File: src/hdl/xau_defines.svh
// constants for the extended arithmetic sequencer
// Functional notes
// - decode both normalize forms, prepare as long left shift, flag normalization
// - multiply prep loads count from operand, sets sign and negate flops
// - divide leaves quotient in extension register, remainder in result register
// - signed divide needs carry clear; unit leaves it alone unless overflow
// - divide prep loads counter with two's complement of instruction count
// - divide prep performs one memory read placing divisor in operand register
// - divide treats quantities unsigned, ends when counter reaches zero
// - signed divide sets sign flop when result bit 00 is one
// - signed divide sets negate flop when carry differs from result bit 00
// - sign and negate flops complement registers in prep and fix at end
// - first divide step subtracts divisor from upper dividend, then shifts
// - later steps add when partial sign negative, subtract when positive
// - after each add or subtract shift quotient left one place, and remainder too on all but the last step
// - overflow when divisor not greater than upper dividend on first subtract
// - overflow sets carry and ends the divide at once
`ifndef XAU_DEFINES_SVH
`define XAU_DEFINES_SVH
`define XAU_W          18
`define XAU_SCW        6
`define XAU_RST_WORD   18'h00000
`define XAU_RST_SC     6'h00
`define XAU_SC_ONES    6'h3F
`define XAU_LEFT_JUSTIFY_INSTR_WORD  18'h34124
`define XAU_LEFT_JUSTIFY_SIGNED_INSTR_WORD 18'h36124
`define XAU_MUL_OP     12'hD59
`define XAU_SIGNED_PRODUCT_INSTR_OP    12'hD79
`define XAU_DIV_OP     12'hD03
`define XAU_SIGNED_QUOTIENT_INSTR_OP    12'hD23
`define XAU_OP_HI      17
`define XAU_OP_LO      6
`define XAU_SC_HI      5
`define XAU_SC_LO      0
`define XAU_BIT06      11
`define XAU_BIT08      9
`define XAU_MSB        17
`define XAU_NEXT_MSB   16
`endif

File: src/hdl/xau_pkg.sv
// types for the extended arithmetic sequencer
package xau_pkg;
  typedef enum logic [2:0] {
    OP_NONE, OP_LEFT_JUSTIFY_INSTR, OP_LEFT_JUSTIFY_SIGNED_INSTR, OP_MUL, OP_SIGNED_PRODUCT_INSTR, OP_DIV, OP_SIGNED_QUOTIENT_INSTR
  } xau_op_type;
  typedef enum logic [2:0] {
    ST_IDLE, ST_PREP, ST_FETCH, ST_MUL, ST_DIV, ST_LEFT_JUSTIFY_INSTR, ST_FIX, ST_DONE
  } xau_state_type;
endpackage

File: src/hdl/xau_divstep.sv
// one non-restoring divide step
`timescale 1ns/10ps
`default_nettype none
module xau_divstep #(
  parameter int W = 18
) (
  input  wire logic [W-1:0] ac_i,
  input  wire logic [W-1:0] mq_i,
  input  wire logic [W-1:0] mi_i,
  input  wire logic         temp_i,
  input  wire logic         last_i,
  output logic      [W-1:0] ac_o,
  output logic      [W-1:0] mq_o,
  output logic              temp_o
);
  logic [W:0] rem;
  logic [W:0] res;
  logic       qbit;

  always_comb begin
    rem = {temp_i, ac_i};
    if (temp_i) begin
      res = rem + {1'b0, mi_i};
    end else begin
      res = rem + {1'b1, ~mi_i} + {{W{1'b0}}, 1'b1};
    end
    qbit   = ~res[W];
    temp_o = res[W];
    mq_o   = {mq_i[W-2:0], qbit};
    if (last_i) begin
      ac_o = res[W-1:0];
    end else begin
      ac_o = {res[W-2:0], mq_i[W-1]};
    end
  end
endmodule
`default_nettype wire

File: src/hdl/xau_seq.sv
// normalize, multiply and divide sequencer of the extended arithmetic unit
`timescale 1ns/10ps
`default_nettype none
`include "xau_defines.svh"
module xau_seq #(
  parameter int W   = `XAU_W,
  parameter int SCW = `XAU_SCW
) (
  input  wire logic          clk_i,
  input  wire logic          resetn_i,
  input  wire logic          start_i,
  input  wire logic [W-1:0]  instr_i,
  input  wire logic [W-1:0]  ac_i,
  input  wire logic [W-1:0]  mq_i,
  input  wire logic          link_i,
  output logic               mem_rd_o,
  input  wire logic          mem_ack_i,
  input  wire logic [W-1:0]  mem_data_i,
  output logic [W-1:0]       ac_o,
  output logic [W-1:0]       mq_o,
  output logic               link_o,
  output logic [SCW-1:0]     sc_o,
  output logic               busy_o,
  output logic               done_o,
  output logic               left_justify_instr_flag_o,
  output logic               overflow_o,
  output xau_pkg::xau_op_type op_o
);
  import xau_pkg::*;

  // ==========================================================
  // decode
  function automatic xau_op_type decode(input logic [W-1:0] w);
    logic [11:0] top;
    top = w[`XAU_OP_HI:`XAU_OP_LO];
    if (w == `XAU_LEFT_JUSTIFY_INSTR_WORD) begin
      decode = OP_LEFT_JUSTIFY_INSTR;
    end else if (w == `XAU_LEFT_JUSTIFY_SIGNED_INSTR_WORD) begin
      decode = OP_LEFT_JUSTIFY_SIGNED_INSTR;
    end else if (top == `XAU_MUL_OP) begin
      decode = OP_MUL;
    end else if (top == `XAU_SIGNED_PRODUCT_INSTR_OP) begin
      decode = OP_SIGNED_PRODUCT_INSTR;
    end else if (top == `XAU_DIV_OP) begin
      decode = OP_DIV;
    end else if (top == `XAU_SIGNED_QUOTIENT_INSTR_OP) begin
      decode = OP_SIGNED_QUOTIENT_INSTR;
    end else begin
      decode = OP_NONE;
    end
  endfunction

  function automatic logic is_mul(input xau_op_type o);
    is_mul = (o == OP_MUL) || (o == OP_SIGNED_PRODUCT_INSTR);
  endfunction

  function automatic logic is_div(input xau_op_type o);
    is_div = (o == OP_DIV) || (o == OP_SIGNED_QUOTIENT_INSTR);
  endfunction

  // ==========================================================
  // state
  xau_state_type st, next_st;
  xau_op_type    op, next_op;
  logic [W-1:0]   ac, next_ac, mq, next_mq, mi, next_mi;
  logic [SCW-1:0] sc, next_sc;
  logic           link, next_link, sgn, next_sgn, neg, next_neg;
  logic           temp, next_temp, first, next_first;
  logic           nflag, next_nflag, ovf, next_ovf;
  logic           busy, next_busy, done, next_done, mem_rd, next_mem_rd;

  xau_op_type     in_op;
  logic [W:0]     mul_sum;
  logic           sc_last;
  logic           normalized;
  logic           div_ovf;
  logic [W-1:0]   ds_ac, ds_mq;
  logic           ds_temp;

  assign in_op      = decode(instr_i);
  assign sc_last    = (sc == `XAU_SC_ONES);
  assign mul_sum    = mq[0] ? ({1'b0, ac} + {1'b0, mi}) : {1'b0, ac};
  assign div_ovf    = first && (mi <= ac);
  assign normalized = (op == OP_LEFT_JUSTIFY_SIGNED_INSTR) ? (ac[`XAU_MSB] != ac[`XAU_NEXT_MSB]) : ac[`XAU_MSB];

  xau_divstep #(.W(W)) u_step (
    .ac_i   (ac),
    .mq_i   (mq),
    .mi_i   (mi),
    .temp_i (temp),
    .last_i (sc_last),
    .ac_o   (ds_ac),
    .mq_o   (ds_mq),
    .temp_o (ds_temp)
  );

  // ==========================================================
  // sequencing
  always_comb begin
    next_st     = st;
    next_op     = op;
    next_ac     = ac;
    next_mq     = mq;
    next_mi     = mi;
    next_sc     = sc;
    next_link   = link;
    next_sgn    = sgn;
    next_neg    = neg;
    next_temp   = temp;
    next_first  = first;
    next_nflag  = nflag;
    next_ovf    = ovf;
    next_busy   = busy;
    next_done   = 1'b0;
    next_mem_rd = mem_rd;
    case (st)
      ST_IDLE: begin
        if (start_i) begin
          next_op    = in_op;
          next_mi    = instr_i;
          next_ac    = ac_i;
          next_mq    = mq_i;
          next_link  = link_i;
          next_nflag = 1'b0;
          next_ovf   = 1'b0;
          next_temp  = 1'b0;
          next_busy  = 1'b1;
          next_sgn   = 1'b0;
          next_neg   = 1'b0;
          next_sc    = instr_i[`XAU_SC_HI:`XAU_SC_LO];
          next_st    = (in_op == OP_NONE) ? ST_DONE : ST_PREP;
          if (is_mul(in_op)) begin
            next_sgn = instr_i[`XAU_BIT06] & ac_i[`XAU_MSB];
            next_neg = instr_i[`XAU_BIT06] & (link_i != ac_i[`XAU_MSB]);
          end
          if (is_div(in_op)) begin
            next_sc = ~instr_i[`XAU_SC_HI:`XAU_SC_LO] + `XAU_SC_ONES + 6'h02;
          end
          if (in_op == OP_SIGNED_QUOTIENT_INSTR) begin
            next_sgn = ac_i[`XAU_MSB];
            next_neg = link_i != ac_i[`XAU_MSB];
          end
        end
      end
      ST_PREP: begin
        if (is_mul(op)) begin
          next_mq     = sgn ? ~ac : ac;
          next_ac     = mi[`XAU_BIT08] ? `XAU_RST_WORD : ac;
          next_mem_rd = 1'b1;
          next_st     = ST_FETCH;
        end else if (is_div(op)) begin
          if (sgn) begin
            next_ac = ~ac;
            next_mq = ~mq;
          end
          next_mem_rd = 1'b1;
          next_st     = ST_FETCH;
        end else begin
          next_sc = sc + 6'h01;
          next_st = ST_LEFT_JUSTIFY_INSTR;
        end
      end
      ST_FETCH: begin
        if (mem_ack_i) begin
          next_mi     = mem_data_i;
          next_mem_rd = 1'b0;
          next_first  = 1'b1;
          next_st     = is_mul(op) ? ST_MUL : ST_DIV;
        end
      end
      ST_MUL: begin
        next_ac = mul_sum[W:1];
        next_mq = {mul_sum[0], mq[W-1:1]};
        next_sc = sc + 6'h01;
        if (sc_last) begin
          next_st = ST_FIX;
        end
      end
      ST_DIV: begin
        next_first = 1'b0;
        if (div_ovf) begin
          next_link = 1'b1;
          next_ovf  = 1'b1;
          next_st   = ST_DONE;
        end else begin
          next_ac   = ds_ac;
          next_mq   = ds_mq;
          next_temp = ds_temp;
          next_sc   = sc + 6'h01;
          if (sc_last) begin
            next_st = ST_FIX;
          end
        end
      end
      ST_LEFT_JUSTIFY_INSTR: begin
        if (normalized) begin
          next_nflag = 1'b1;
          next_st    = ST_DONE;
        end else if (sc_last) begin
          next_st = ST_DONE;
        end else begin
          next_ac = {ac[W-2:0], mq[W-1]};
          next_mq = {mq[W-2:0], link};
          next_sc = sc + 6'h01;
        end
      end
      ST_FIX: begin
        if (is_mul(op)) begin
          next_mq = neg ? ~mq : mq;
        end else begin
          next_mq = neg ? ~mq : mq;
          if (temp) begin
            next_ac = sgn ? ~(ac + mi) : (ac + mi);
          end else begin
            next_ac = sgn ? ~ac : ac;
          end
        end
        next_st = ST_DONE;
      end
      ST_DONE: begin
        next_done = 1'b1;
        next_busy = 1'b0;
        next_st   = ST_IDLE;
      end
      default: begin
        next_st = ST_IDLE;
      end
    endcase
  end

  always_ff @(posedge clk_i or negedge resetn_i) begin
    if (!resetn_i) begin
      st     <= ST_IDLE;
      op     <= OP_NONE;
      ac     <= `XAU_RST_WORD;
      mq     <= `XAU_RST_WORD;
      mi     <= `XAU_RST_WORD;
      sc     <= `XAU_RST_SC;
      link   <= 1'b0;
      sgn    <= 1'b0;
      neg    <= 1'b0;
      temp   <= 1'b0;
      first  <= 1'b0;
      nflag  <= 1'b0;
      ovf    <= 1'b0;
      busy   <= 1'b0;
      done   <= 1'b0;
      mem_rd <= 1'b0;
    end else begin
      st     <= next_st;
      op     <= next_op;
      ac     <= next_ac;
      mq     <= next_mq;
      mi     <= next_mi;
      sc     <= next_sc;
      link   <= next_link;
      sgn    <= next_sgn;
      neg    <= next_neg;
      temp   <= next_temp;
      first  <= next_first;
      nflag  <= next_nflag;
      ovf    <= next_ovf;
      busy   <= next_busy;
      done   <= next_done;
      mem_rd <= next_mem_rd;
    end
  end

  assign ac_o        = ac;
  assign mq_o        = mq;
  assign link_o      = link;
  assign sc_o        = sc;
  assign busy_o      = busy;
  assign done_o      = done;
  assign left_justify_instr_flag_o = nflag;
  assign overflow_o  = ovf;
  assign mem_rd_o    = mem_rd;
  assign op_o        = op;
endmodule
`default_nettype wire

File: config.mk
export PLATFORM = sky130hd
export DESIGN_NAME = xau_seq
export DESIGN_NICKNAME = d
export VERILOG_FILES = /design/src/hdl/xau_pkg.sv /design/src/hdl/xau_divstep.sv /design/src/hdl/xau_seq.sv
export VERILOG_INCLUDE_DIRS = /design/src /design/src/hdl
export SDC_FILE = /design/constraint.sdc
export NUM_CORES = 1
export LEC_CHECK = 0
export BUFFER_PORTS_ARGS = -buffer_cell sky130_fd_sc_hd__buf_2
export CORE_MARGIN = 2
export CORE_UTILIZATION = 34
export CTS_CLUSTER_DIAMETER = 150
export DETAILED_ROUTE_END_ITERATION = 16
export GPL_ROUTABILITY_DRIVEN = 0
export PLACE_DENSITY = 0.56
export SLEW_MARGIN = 40
export SYNTH_ARGS = -nofsm -noshare
export SYNTH_HDL_FRONTEND = slang
export SYNTH_SLANG_ARGS = --single-unit
File: constraint.sdc
create_clock -name clk_i -period 3.8 [get_ports clk_i]
set_clock_uncertainty 0.15 [all_clocks]
set_input_delay 0.38 -clock clk_i [delete_from_list [all_inputs] [get_ports clk_i]]
set_output_delay 0.38 -clock clk_i [all_outputs]
set_load 0.03 [all_outputs]
==> qor.yml, run 1 <==
sta:
  slew_headroom_pct: 43.03
  hold_violations: 0
  fmax_mhz: 279.5
  slew_viol_final: 0
  tightest_slew_ns: 0.8545
  setup_violations: 0
  rsz0062_at_grt: "no"
  layout_min_cycle_time_ns: 3.577
  period_share_pct: 94.14
  finalSetupTns_ns: 0
layout:
  fill_cells: 2523
  regArea_um2: 1907
  antenna_cells: 0
  design_area_um2: 9861
  multi_input_area_um2: 5866
  nNetsFinal: 1381
  syn_to_final_growth_pct: 17.17
  drive_gt1_share_pct: 19.12
  stdcell_count: 1574
clock_tree:
  cts_root_buffer: "clkbuf_16"
  h-tree-depth: 3
  clk_latency_ns: 0.35
  clk_pin_slew_ns: 0.07
  cts_tree: "done"
  clock_sinks: 76
  cts_buffer_depth: 2
  numCtsBuffers: 9
  post_cts_buffers: 0
place:
  io_buffers: 127
  placed_area_um2: 9523
  place_inst: 1557
  post-dp-hpwl_mm: 25.40
routing:
  drtAntennaViolNets: 0
  drt_wl_total_mm: 33.03
  detail_route.drc_violations: 0
  dr.pass1.iters: 5
  wl_per_cell_um: 20.98
  drtIter0Drc: 896
  vias: 9174
  vias_per_cell: 5.828
synth:
  syn_inst: 1120
  synth-async-reset-ratio_pct: 100.0
  yosysSeqAreaShare_pct: 22.60
  ys_types: 80
  yosysWarnings: 0
  synth_seq_cells: 76
  syn_avg_cell_area_um2: 7.514
  synth_edf_count: 0
  synth_fp_nets: 1256
  syn_area_um2: 8416
  synthFlopType: "dfrtp_1"
critical_path:
  startpoint_type: "register"
  critPathKind: "register to register"
  worst-path-max-fanout: 8
  reg2reg_slack_ns: 0.22
  end_kind: "register"
  worstPathRequired_ns: 3.87
  crit_arrival_ns: 3.65
die:
  dieArea_um2: 26030
  die_w_um: 161.3
  start_util_pct: 34.60
  rows: 57
  die_y_um: 161.3
  ios: 128
  coreArea_um2: 24320
min_path:
  hold_path.class: "primary input to register"
global_routing:
  grt_max_degree: 63
  met2_usage_pct: 38.73
  use_met1_pct: 34.78
  grt_pass1_vias: 8598
  grt_pass1_wl_mm: 50.39
  antenna_found_initial: 1
  grt.total_usage_pct: 24.86
  grt-busiest-layer: "met2"
  grt_overflow: 0
  globalRouteMet3Util_pct: 4.777
status:
  status: "completed"
flow_run:
  maxCapViolations: 0
cells in the final DEF (no fill, tap or decap), types with 17 or more instances in the layout:
master,count
nor2_1,101
nand2_1,124
buf_2,126
buf_4,62
o221ai_1,23
ha_1,57
dfrtp_1,74
a21oi_1,114
xnor2_1,57
mux2i_1,27
o21ai_0,115
nor3_1,20
inv_1,65
a211oi_1,17
o211ai_1,19
path summary, 6_finish.rpt:
check / from / endpoint / cells past startpoint
worst max-delay path: ac_o[1]$_DFFE_PN0P_ / ac_o[17]$_DFFE_PN0P_ / 11
worst min-delay path: mem_ack_i / mem_rd_o$_DFFE_PN0P_ / 2
worst min register to register: busy_o$_DFFE_PN0P_ / busy_o$_DFFE_PN0P_ / 2
worst max register to register: ac_o[1]$_DFFE_PN0P_ / ac_o[17]$_DFFE_PN0P_ / 11
max in group asynchronous: resetn_i / ac_o[14]$_DFFE_PN0P_ / 3
min in group asynchronous: resetn_i / mq_o[8]$_DFFE_PN0P_ / 2
synthesized netlist by cell type, types with 13 or more instances:
cell type | number | area [µm²]
nor3_1 | 20 | 100.1
nor2_1 | 103 | 386.6
o211ai_1 | 19 | 142.6
nand2_1 | 124 | 465.5
xnor2_1 | 57 | 499.2
clkbuf_1 | 41 | 153.9
a21oi_1 | 114 | 570.6
xor2_1 | 13 | 113.9
o221ai_1 | 23 | 201.4
o22ai_1 | 14 | 87.58
ha_1 | 57 | 713.2
inv_1 | 65 | 244.0
o21ai_0 | 116 | 580.6
a31oi_1 | 13 | 81.33
dfrtp_1 | 76 | 1902
a211oi_1 | 17 | 127.6
mux2i_1 | 27 | 270.3
nand3_1 | 16 | 80.08
sequential cells by signal, summed over array words and instances, names as in the netlist, 3 cells and up:
register,cells
mq_o,18
sc_o,6
op_o,3
st,3
mi,18
ac_o,18
cell families after synthesis:
| group | synth area share [%] |
|---|---|
| muxes | 4.014 |
| and+or+nand+nor | 17.74 |
| buffers and inverters | 7.924 |
| xor gates and xnor gates | 7.285 |
| DFF | 22.60 |
| AOI/OAI and AO/OA | 31.49 |
| adders and majority gates | 8.950 |
per-stage QoR:
step	hold slack, ns	setup slack (ns)	utilization, %
finish	0.1093	0.2227	40.55
global route	0.1065	0.001929	40.55
CTS	0.09635	0.1733	40.51
detailed placement	0.2722	0.1859	39.16
global placement	0.3361	0.2580	39.14
floorplan	-0.06559	0.5557	-
critical path, cell delays in order (launching register included):
cell and delay, ns:
dfrtp_1 0.49, inv_1 0.18, ha_1 0.37, nor2b_1 0.16
o2111ai_1 0.29, a31oi_1 0.22, a211oi_1 0.44, o21ai_0 0.17
a21oi_1 0.18, mux2_2 0.35, nor4_1 0.33, o211ai_1 0.12
metal layers:
layer  wire length [µm]  part of all wire (%)  up-vias
met4                909                   2.8        2
met1              14480                    44     4373
met2              14780                    45      442
met3               2796                   8.5       66
met5                 63                  0.19        -
li1                   -                     -     4291
cell type report:
class | count | share of cell area [%]
timing repair buffer | 190 | 11.33
clock inverter | 5 | 0.6598
multi-input combinational | 902 | 59.48
inverter | 66 | 2.512
tap | 324 | 4.111
clock buffer | 11 | 2.563
sequential | 76 | 19.34
what timing repair did:
action / CTS / global route
endpoints found under the setup margin: 0 / 3
endpoints found under the hold margin: 61 / 0
hold buffers: 1 / 0
gates resized for setup: 0 / 2
Power of run 1 is left out: the tool's default activity adds up to more than one toggle a clock period on the data nets, which glitch-free logic cannot reach.
==> run 2, diff against run 1 <==
--- a/config.mk
+++ b/config.mk
@@ -6,6 +6,7 @@
 export SDC_FILE = /design/constraint.sdc
 export NUM_CORES = 1
 export LEC_CHECK = 0
+export ABC_AREA = 1
 export BUFFER_PORTS_ARGS = -buffer_cell sky130_fd_sc_hd__buf_2
 export CORE_MARGIN = 2
 export CORE_UTILIZATION = 34
@@ -16,4 +17,5 @@
 export SLEW_MARGIN = 40
 export SYNTH_ARGS = -nofsm -noshare
 export SYNTH_HDL_FRONTEND = slang
+export SYNTH_HIERARCHICAL = 1
 export SYNTH_SLANG_ARGS = --single-unit
==> qor.yml, run 2 <==
min_path:
  hold_start: "mq_i[10]"
  holdPathEnd: "mq_o[10]$_DFFE_PN0P_"
  hold_path.class: "primary input to register"
  hold_depth: 3
global_routing:
  grt_pass1_vias: 10770
  grt.total_usage_pct: 25.43
  grt_max_degree: 67
  antenna_found_initial: 1
  grt_overflow: 0
  grt_pass1_wl_mm: 61.23
critical_path:
  worstReg2RegStart: "ac_o[11]$_DFFE_PN0P_"
  r2r-end: "ac_o[16]$_DFFE_PN0P_"
  crit_arrival_ns: 3.52
  end_kind: "register"
  worst-path-max-fanout: 11
  reg2reg_slack_ns: 0.38
  critPathKind: "register to register"
  worstPathRequired_ns: 3.91
  startpoint_type: "register"
  rr_worst_depth: 18
sta:
  finalSetupTns_ns: 0
  tightest_slew_ns: 0.7365
  slew_headroom_pct: 50.85
  hold_violations: 0
  period_share_pct: 89.99
  layout_min_cycle_time_ns: 3.420
  rsz0062_at_grt: "no"
  fmax_mhz: 292.4
  setup_violations: 0
  slew_viol_final: 0
place:
  io_buffers: 127
  post-dp-hpwl_mm: 31.16
  place_inst: 2176
  placed_area_um2: 11030
synth:
  yosysSeqAreaShare_pct: 18.84
  yosys-top-cells-count: "535 x nand2_1, 214 x inv_1, 159 x nor2_1"
  synth_fp_nets: 1858
  synth_edf_count: 0
  synth_top_area_share_pct: 19.89
  ys_types: 50
  syn_area_um2: 10100
  synth-async-reset-ratio_pct: 100.0
  muxShareOfSynthArea_pct: 0.1983
  synth_compound_area_share_pct: 17.73
  synth_seq_cells: 76
  synthMostInstantiatedCell: "nand2_1"
  synthFlopType: "dfrtp_1"
  synth_top_family_by_area: "simple AND/OR/NAND/NOR gates"
  synthAdderAreaFrac_pct: 9.766
  syn_inst: 1704
  yosysWarnings: 6
  yosys-top-cells-area: "nand2_1 20%, dfrtp_1 19%, ha_1 9.2%"
  synth_xor_xnor_area_share_pct: 3.123
  synthSimpleGateAreaFrac_pct: 37.61
  yosys.area.top_type: "nand2_1"
  syn_avg_cell_area_um2: 5.925
layout:
  syn_to_final_growth_pct: 12.27
  final_cell_mix: "535 x nand2_1, 213 x inv_1, 159 x nor2_1"
  nNetsFinal: 1952
  fin_util_pct: 38.55
  final_common_cell: "nand2_1"
  antenna_cells: 0
  stdcell_count: 2192
  design_area_um2: 11330
  drive_gt1_share_pct: 11.43
  fill_cells: 3252
routing:
  drtIter0Drc: 1194
  top_layer: "met5"
  dr_wl_met2_mm: 17.77
  vias_per_cell: 5.319
  detail_route.drc_violations: 0
  wl_met3_mm: 2.836
  drt_wl_total_mm: 39.38
  wl_met1_mm: 17.63
  wl_per_cell_um: 17.97
  vias: 11660
  drtAntennaViolNets: 0
  dr.pass1.iters: 7
die:
  start_util_pct: 34.34
  coreArea_um2: 29400
  ios: 128
  dieArea_um2: 31090
  die_w_um: 176.3
  die_y_um: 176.3
  rows: 63
status:
  status: "completed"
clock_tree:
  clock_sinks: 76
  cts-hold-fix-buffers: 1
  cts_tree: "done"
  post_cts_buffers: 0
  numCtsBuffers: 9
  cts_root_buffer: "clkbuf_16"
  clk_pin_slew_ns: 0.06
  h-tree-depth: 3
  cts_buffer_depth: 2
  cts_resized: 0
  clk_latency_ns: 0.37
flow_run:
  maxCapViolations: 0
==> run 2: cell types whose count changed after synthesis, sizes merged, moves of 12 or more <==
cell and delta:
mux2i -25, ha +17, nand2 +419, o21ai -16, inv +155, nand3 +121, a211oi -12, xnor2 -40
o221ai -22, nor2 +61, buf +27, clkbuf -26
==> run 2: worst max-delay path by stage <==
stage / slack (ns) / to / from
final: 0.38 / ac_o[16]$_DFFE_PN0P_ / ac_o[11]$_DFFE_PN0P_
after global routing: 0.18 / ac_o[16]$_DFFE_PN0P_ / ac_o[11]$_DFFE_PN0P_
after CTS: 0.48 / ac_o[16]$_DFFE_PN0P_ / ac_o[11]$_DFFE_PN0P_
after detailed placement: 0.50 / ac_o[16]$_DFFE_PN0P_ / ac_o[11]$_DFFE_PN0P_
after global placement: 0.49 / mq_o[0]$_DFFE_PN0P_ / ac_o[0]$_DFFE_PN0P_
after floorplan: 0.89 / ac_o[11]$_DFFE_PN0P_ / sc_o[1]$_DFFE_PN0P_
==> run 2: logic make-up after synthesis <==
| kind of cell | after synthesis |
|---|---|
| AOI/OAI and AO/OA | 308 |
| xor gates and xnor gates | 36 |
| adders and majority gates | 77 |
| buffers and inverters | 299 |
| DFF | 76 |
| muxes | 2 |
| and+or+nand+nor | 906 |
==> run 2: layout make-up <==
class                   instances  area [µm²]  area share (%)
multi-input cells            1329        6909           60.96
flip-flops and latches         76        1902           16.78
repair buffers                160       904.6           7.981
well taps                     390       488.0           4.305
clock inverters                 3       46.29          0.4084
clock buffers                  12       246.5           2.175
inverters                     222       838.3           7.396
==> run 2: per-stage QoR <==
stage | worst slack, ns | hold WS, ns
floorplan | 0.8920 | -0.06559
global placement | 0.4922 | 0.3127
detailed placement | 0.4964 | 0.3100
CTS | 0.4810 | 0.1196
global route | 0.1789 | 0.1370
finish | 0.3803 | 0.1260
==> run 2: routing by layer <==
metal	vias to the layer above	track usage, %
met2	499	40.83
li1	5734	-
met4	2	8.678
met5	-	0
met1	5359	35.23
met3	65	3.122
==> run 2: worst max-delay path, cell delays in order (launching register included) <==
cell	delay [ns]
dfrtp_1	0.54
ha_1	0.53
nor2_1	0.21
inv_1	0.08
nor3_1	0.35
and2_1	0.20
nand2_1	0.14
nand3_1	0.10
nand2_1	0.05
nand2_1	0.05
nand2_1	0.09
nand2_1	0.08
nand2_1	0.08
nand2_1	0.06
o211ai_1	0.11
a21oi_1	0.21
nand3_1	0.15
nand2_1	0.08
nand2_1	0.05
Power of run 2 is left out for the same reason.
==> run 3, diff against run 2 <==
--- a/config.mk
+++ b/config.mk
@@ -9,11 +9,11 @@
 export ABC_AREA = 1
 export BUFFER_PORTS_ARGS = -buffer_cell sky130_fd_sc_hd__buf_2
 export CORE_MARGIN = 2
-export CORE_UTILIZATION = 34
+export CORE_UTILIZATION = 40
 export CTS_CLUSTER_DIAMETER = 150
 export DETAILED_ROUTE_END_ITERATION = 16
 export GPL_ROUTABILITY_DRIVEN = 0
-export PLACE_DENSITY = 0.56
+export PLACE_DENSITY = 0.63
 export SLEW_MARGIN = 40
 export SYNTH_ARGS = -nofsm -noshare
 export SYNTH_HDL_FRONTEND = slang
==> qor.yml, run 3 (synthesis results as in run 2) <==
clock_tree:
  h-tree-depth: 3
  clk_pin_slew_ns: 0.07
  clock_sinks: 76
  clk_latency_ns: 0.35
  cts_root_buffer: "clkbuf_16"
  numCtsBuffers: 9
  cts_buffer_depth: 2
  cts_tree: "done"
routing:
  vias_per_cell: 5.543
  dr.pass1.iters: 6
  wl_per_cell_um: 17.62
  drt_wl_total_mm: 37.36
  detail_route.drc_violations: 0
  drtAntennaViolNets: 0
  drtIter0Drc: 1341
  vias: 11760
layout:
  final_cell_mix: "535 x nand2_1, 213 x inv_1, 159 x nor2_1"
  design_area_um2: 11160
  multi_input_area_um2: 6915
  syn_to_final_growth_pct: 10.50
  regArea_um2: 1902
  drive_gt1_share_pct: 11.00
  final_common_cell: "nand2_1"
  antenna_cells: 0
  fill_cells: 2768
  nNetsFinal: 1940
sta:
  slew_viol_final: 0
  setup_violations: 0
  slew_headroom_pct: 47.50
  worst_slack_ns: 0.4059
  finalSetupTns_ns: 0
  rsz0062_at_grt: "no"
  layout_min_cycle_time_ns: 3.394
  fmax_mhz: 294.6
  hold_violations: 0
  tightest_slew_ns: 0.7867
  period_share_pct: 89.32
status:
  status: "completed"
global_routing:
  antenna_found_initial: 0
  grt_pass1_vias: 10690
  grt_max_degree: 77
  grt.total_usage_pct: 28.02
  grt_pass1_wl_mm: 57.99
  grt_overflow: 0
critical_path:
  reg2reg_slack_ns: 0.41
  startpoint_type: "register"
  worst-path-max-fanout: 7
  worstPathRequired_ns: 3.89
  crit_arrival_ns: 3.49
  critPathKind: "register to register"
  end_kind: "register"
die:
  dieArea_um2: 26530
  coreArea_um2: 24960
  start_util_pct: 40.44
  die_w_um: 162.9
  ios: 128
  die_y_um: 162.9
  rows: 58
flow_run:
  maxCapViolations: 0
place:
  place_ws_ns: 0.4338
  placed_area_um2: 10850
  post-dp-hpwl_mm: 29.67
  io_buffers: 127
min_path:
  hold_path.class: "primary input to register"
## run 3: changes by cell type in the layout (fill, tap and decap cells not counted), sizes merged
cell,previous run,this run
buf,159,146
bufinv,1,0
clkbuf,12,10
clkinv,1,3
inv,222,224
clkinvlp,1,2
## run 3: layout make-up
| class | count | area share [%] |
|---|---|---|
| multi-input combinational | 1329 | 61.99 |
| clock buffer | 9 | 2.019 |
| inverter | 222 | 7.515 |
| clock inverter | 7 | 0.5159 |
| sequential | 76 | 17.05 |
| tap | 330 | 3.701 |
| timing repair buffer | 148 | 7.212 |
## run 3: per-layer routing
| layer | wire, µm | part of all wire, % | GRT usage, % |
|---|---|---|---|
| met4 | 1345 | 3.6 | 10.74 |
| met3 | 3008 | 8.1 | 4.456 |
| met1 | 16350 | 44 | 38.43 |
| met2 | 16660 | 45 | 44.18 |
| met5 | 0 | 0 | 0 |
## run 3: worst paths after layout
path	startpoint	to	cells after the start
min in group asynchronous	resetn_i	mq_o[11]$_DFFE_PN0P_	2
worst max register to register	ac_o[0]$_DFFE_PN0P_	ac_o[17]$_DFFE_PN0P_	22
worst min-delay path	mq_i[7]	mq_o[7]$_DFFE_PN0P_	3
max in group asynchronous	resetn_i	mi[12]$_DFFE_PN0P_	2
worst min register to register	left_justify_instr_flag_o$_DFFE_PN0P_	left_justify_instr_flag_o$_DFFE_PN0P_	2
worst max-delay path	ac_o[0]$_DFFE_PN0P_	ac_o[17]$_DFFE_PN0P_	22
## run 3: timing repair
item / CTS / global route
buffers inserted: 0 / 0
hold buffers: 1 / 0
resized for setup: 0 / 1
hold endpoints to repair: 76 / 0
endpoints found under the setup margin: 0 / 1
## run 3: critical path: stages, from the launching register on
cell,delay [ns]
dfrtp_1,0.52
inv_1,0.11
ha_1,0.15
inv_1,0.09
fa_1,0.44
nand3_1,0.11
nand3_1,0.16
nand2_1,0.10
nand2_1,0.09
nand3_1,0.12
nand2_1,0.12
nand2_1,0.08
nand2_1,0.05
nand2_1,0.05
nand2_1,0.07
nand2_1,0.05
nand2_1,0.08
a221oi_2,0.31
nand2_1,0.09
a21oi_1,0.14
nand2_1,0.09
nand2_1,0.06
nand2_1,0.04
## run 3: stage by stage
stage | instances | utilization (%) | hold WS [ns]
6_report | 2121 | 44.69 | 0.1299
5_1_grt | 2121 | 44.69 | 0.1438
4_1_cts | 2121 | 44.65 | 0.1272
3_5_place_dp | 2104 | 43.48 | 0.3156
3_3_place_gp | 2104 | 43.46 | 0.3112
2_1_floorplan | 1704 | - | -0.06559
Power of run 3 is left out for the same reason.
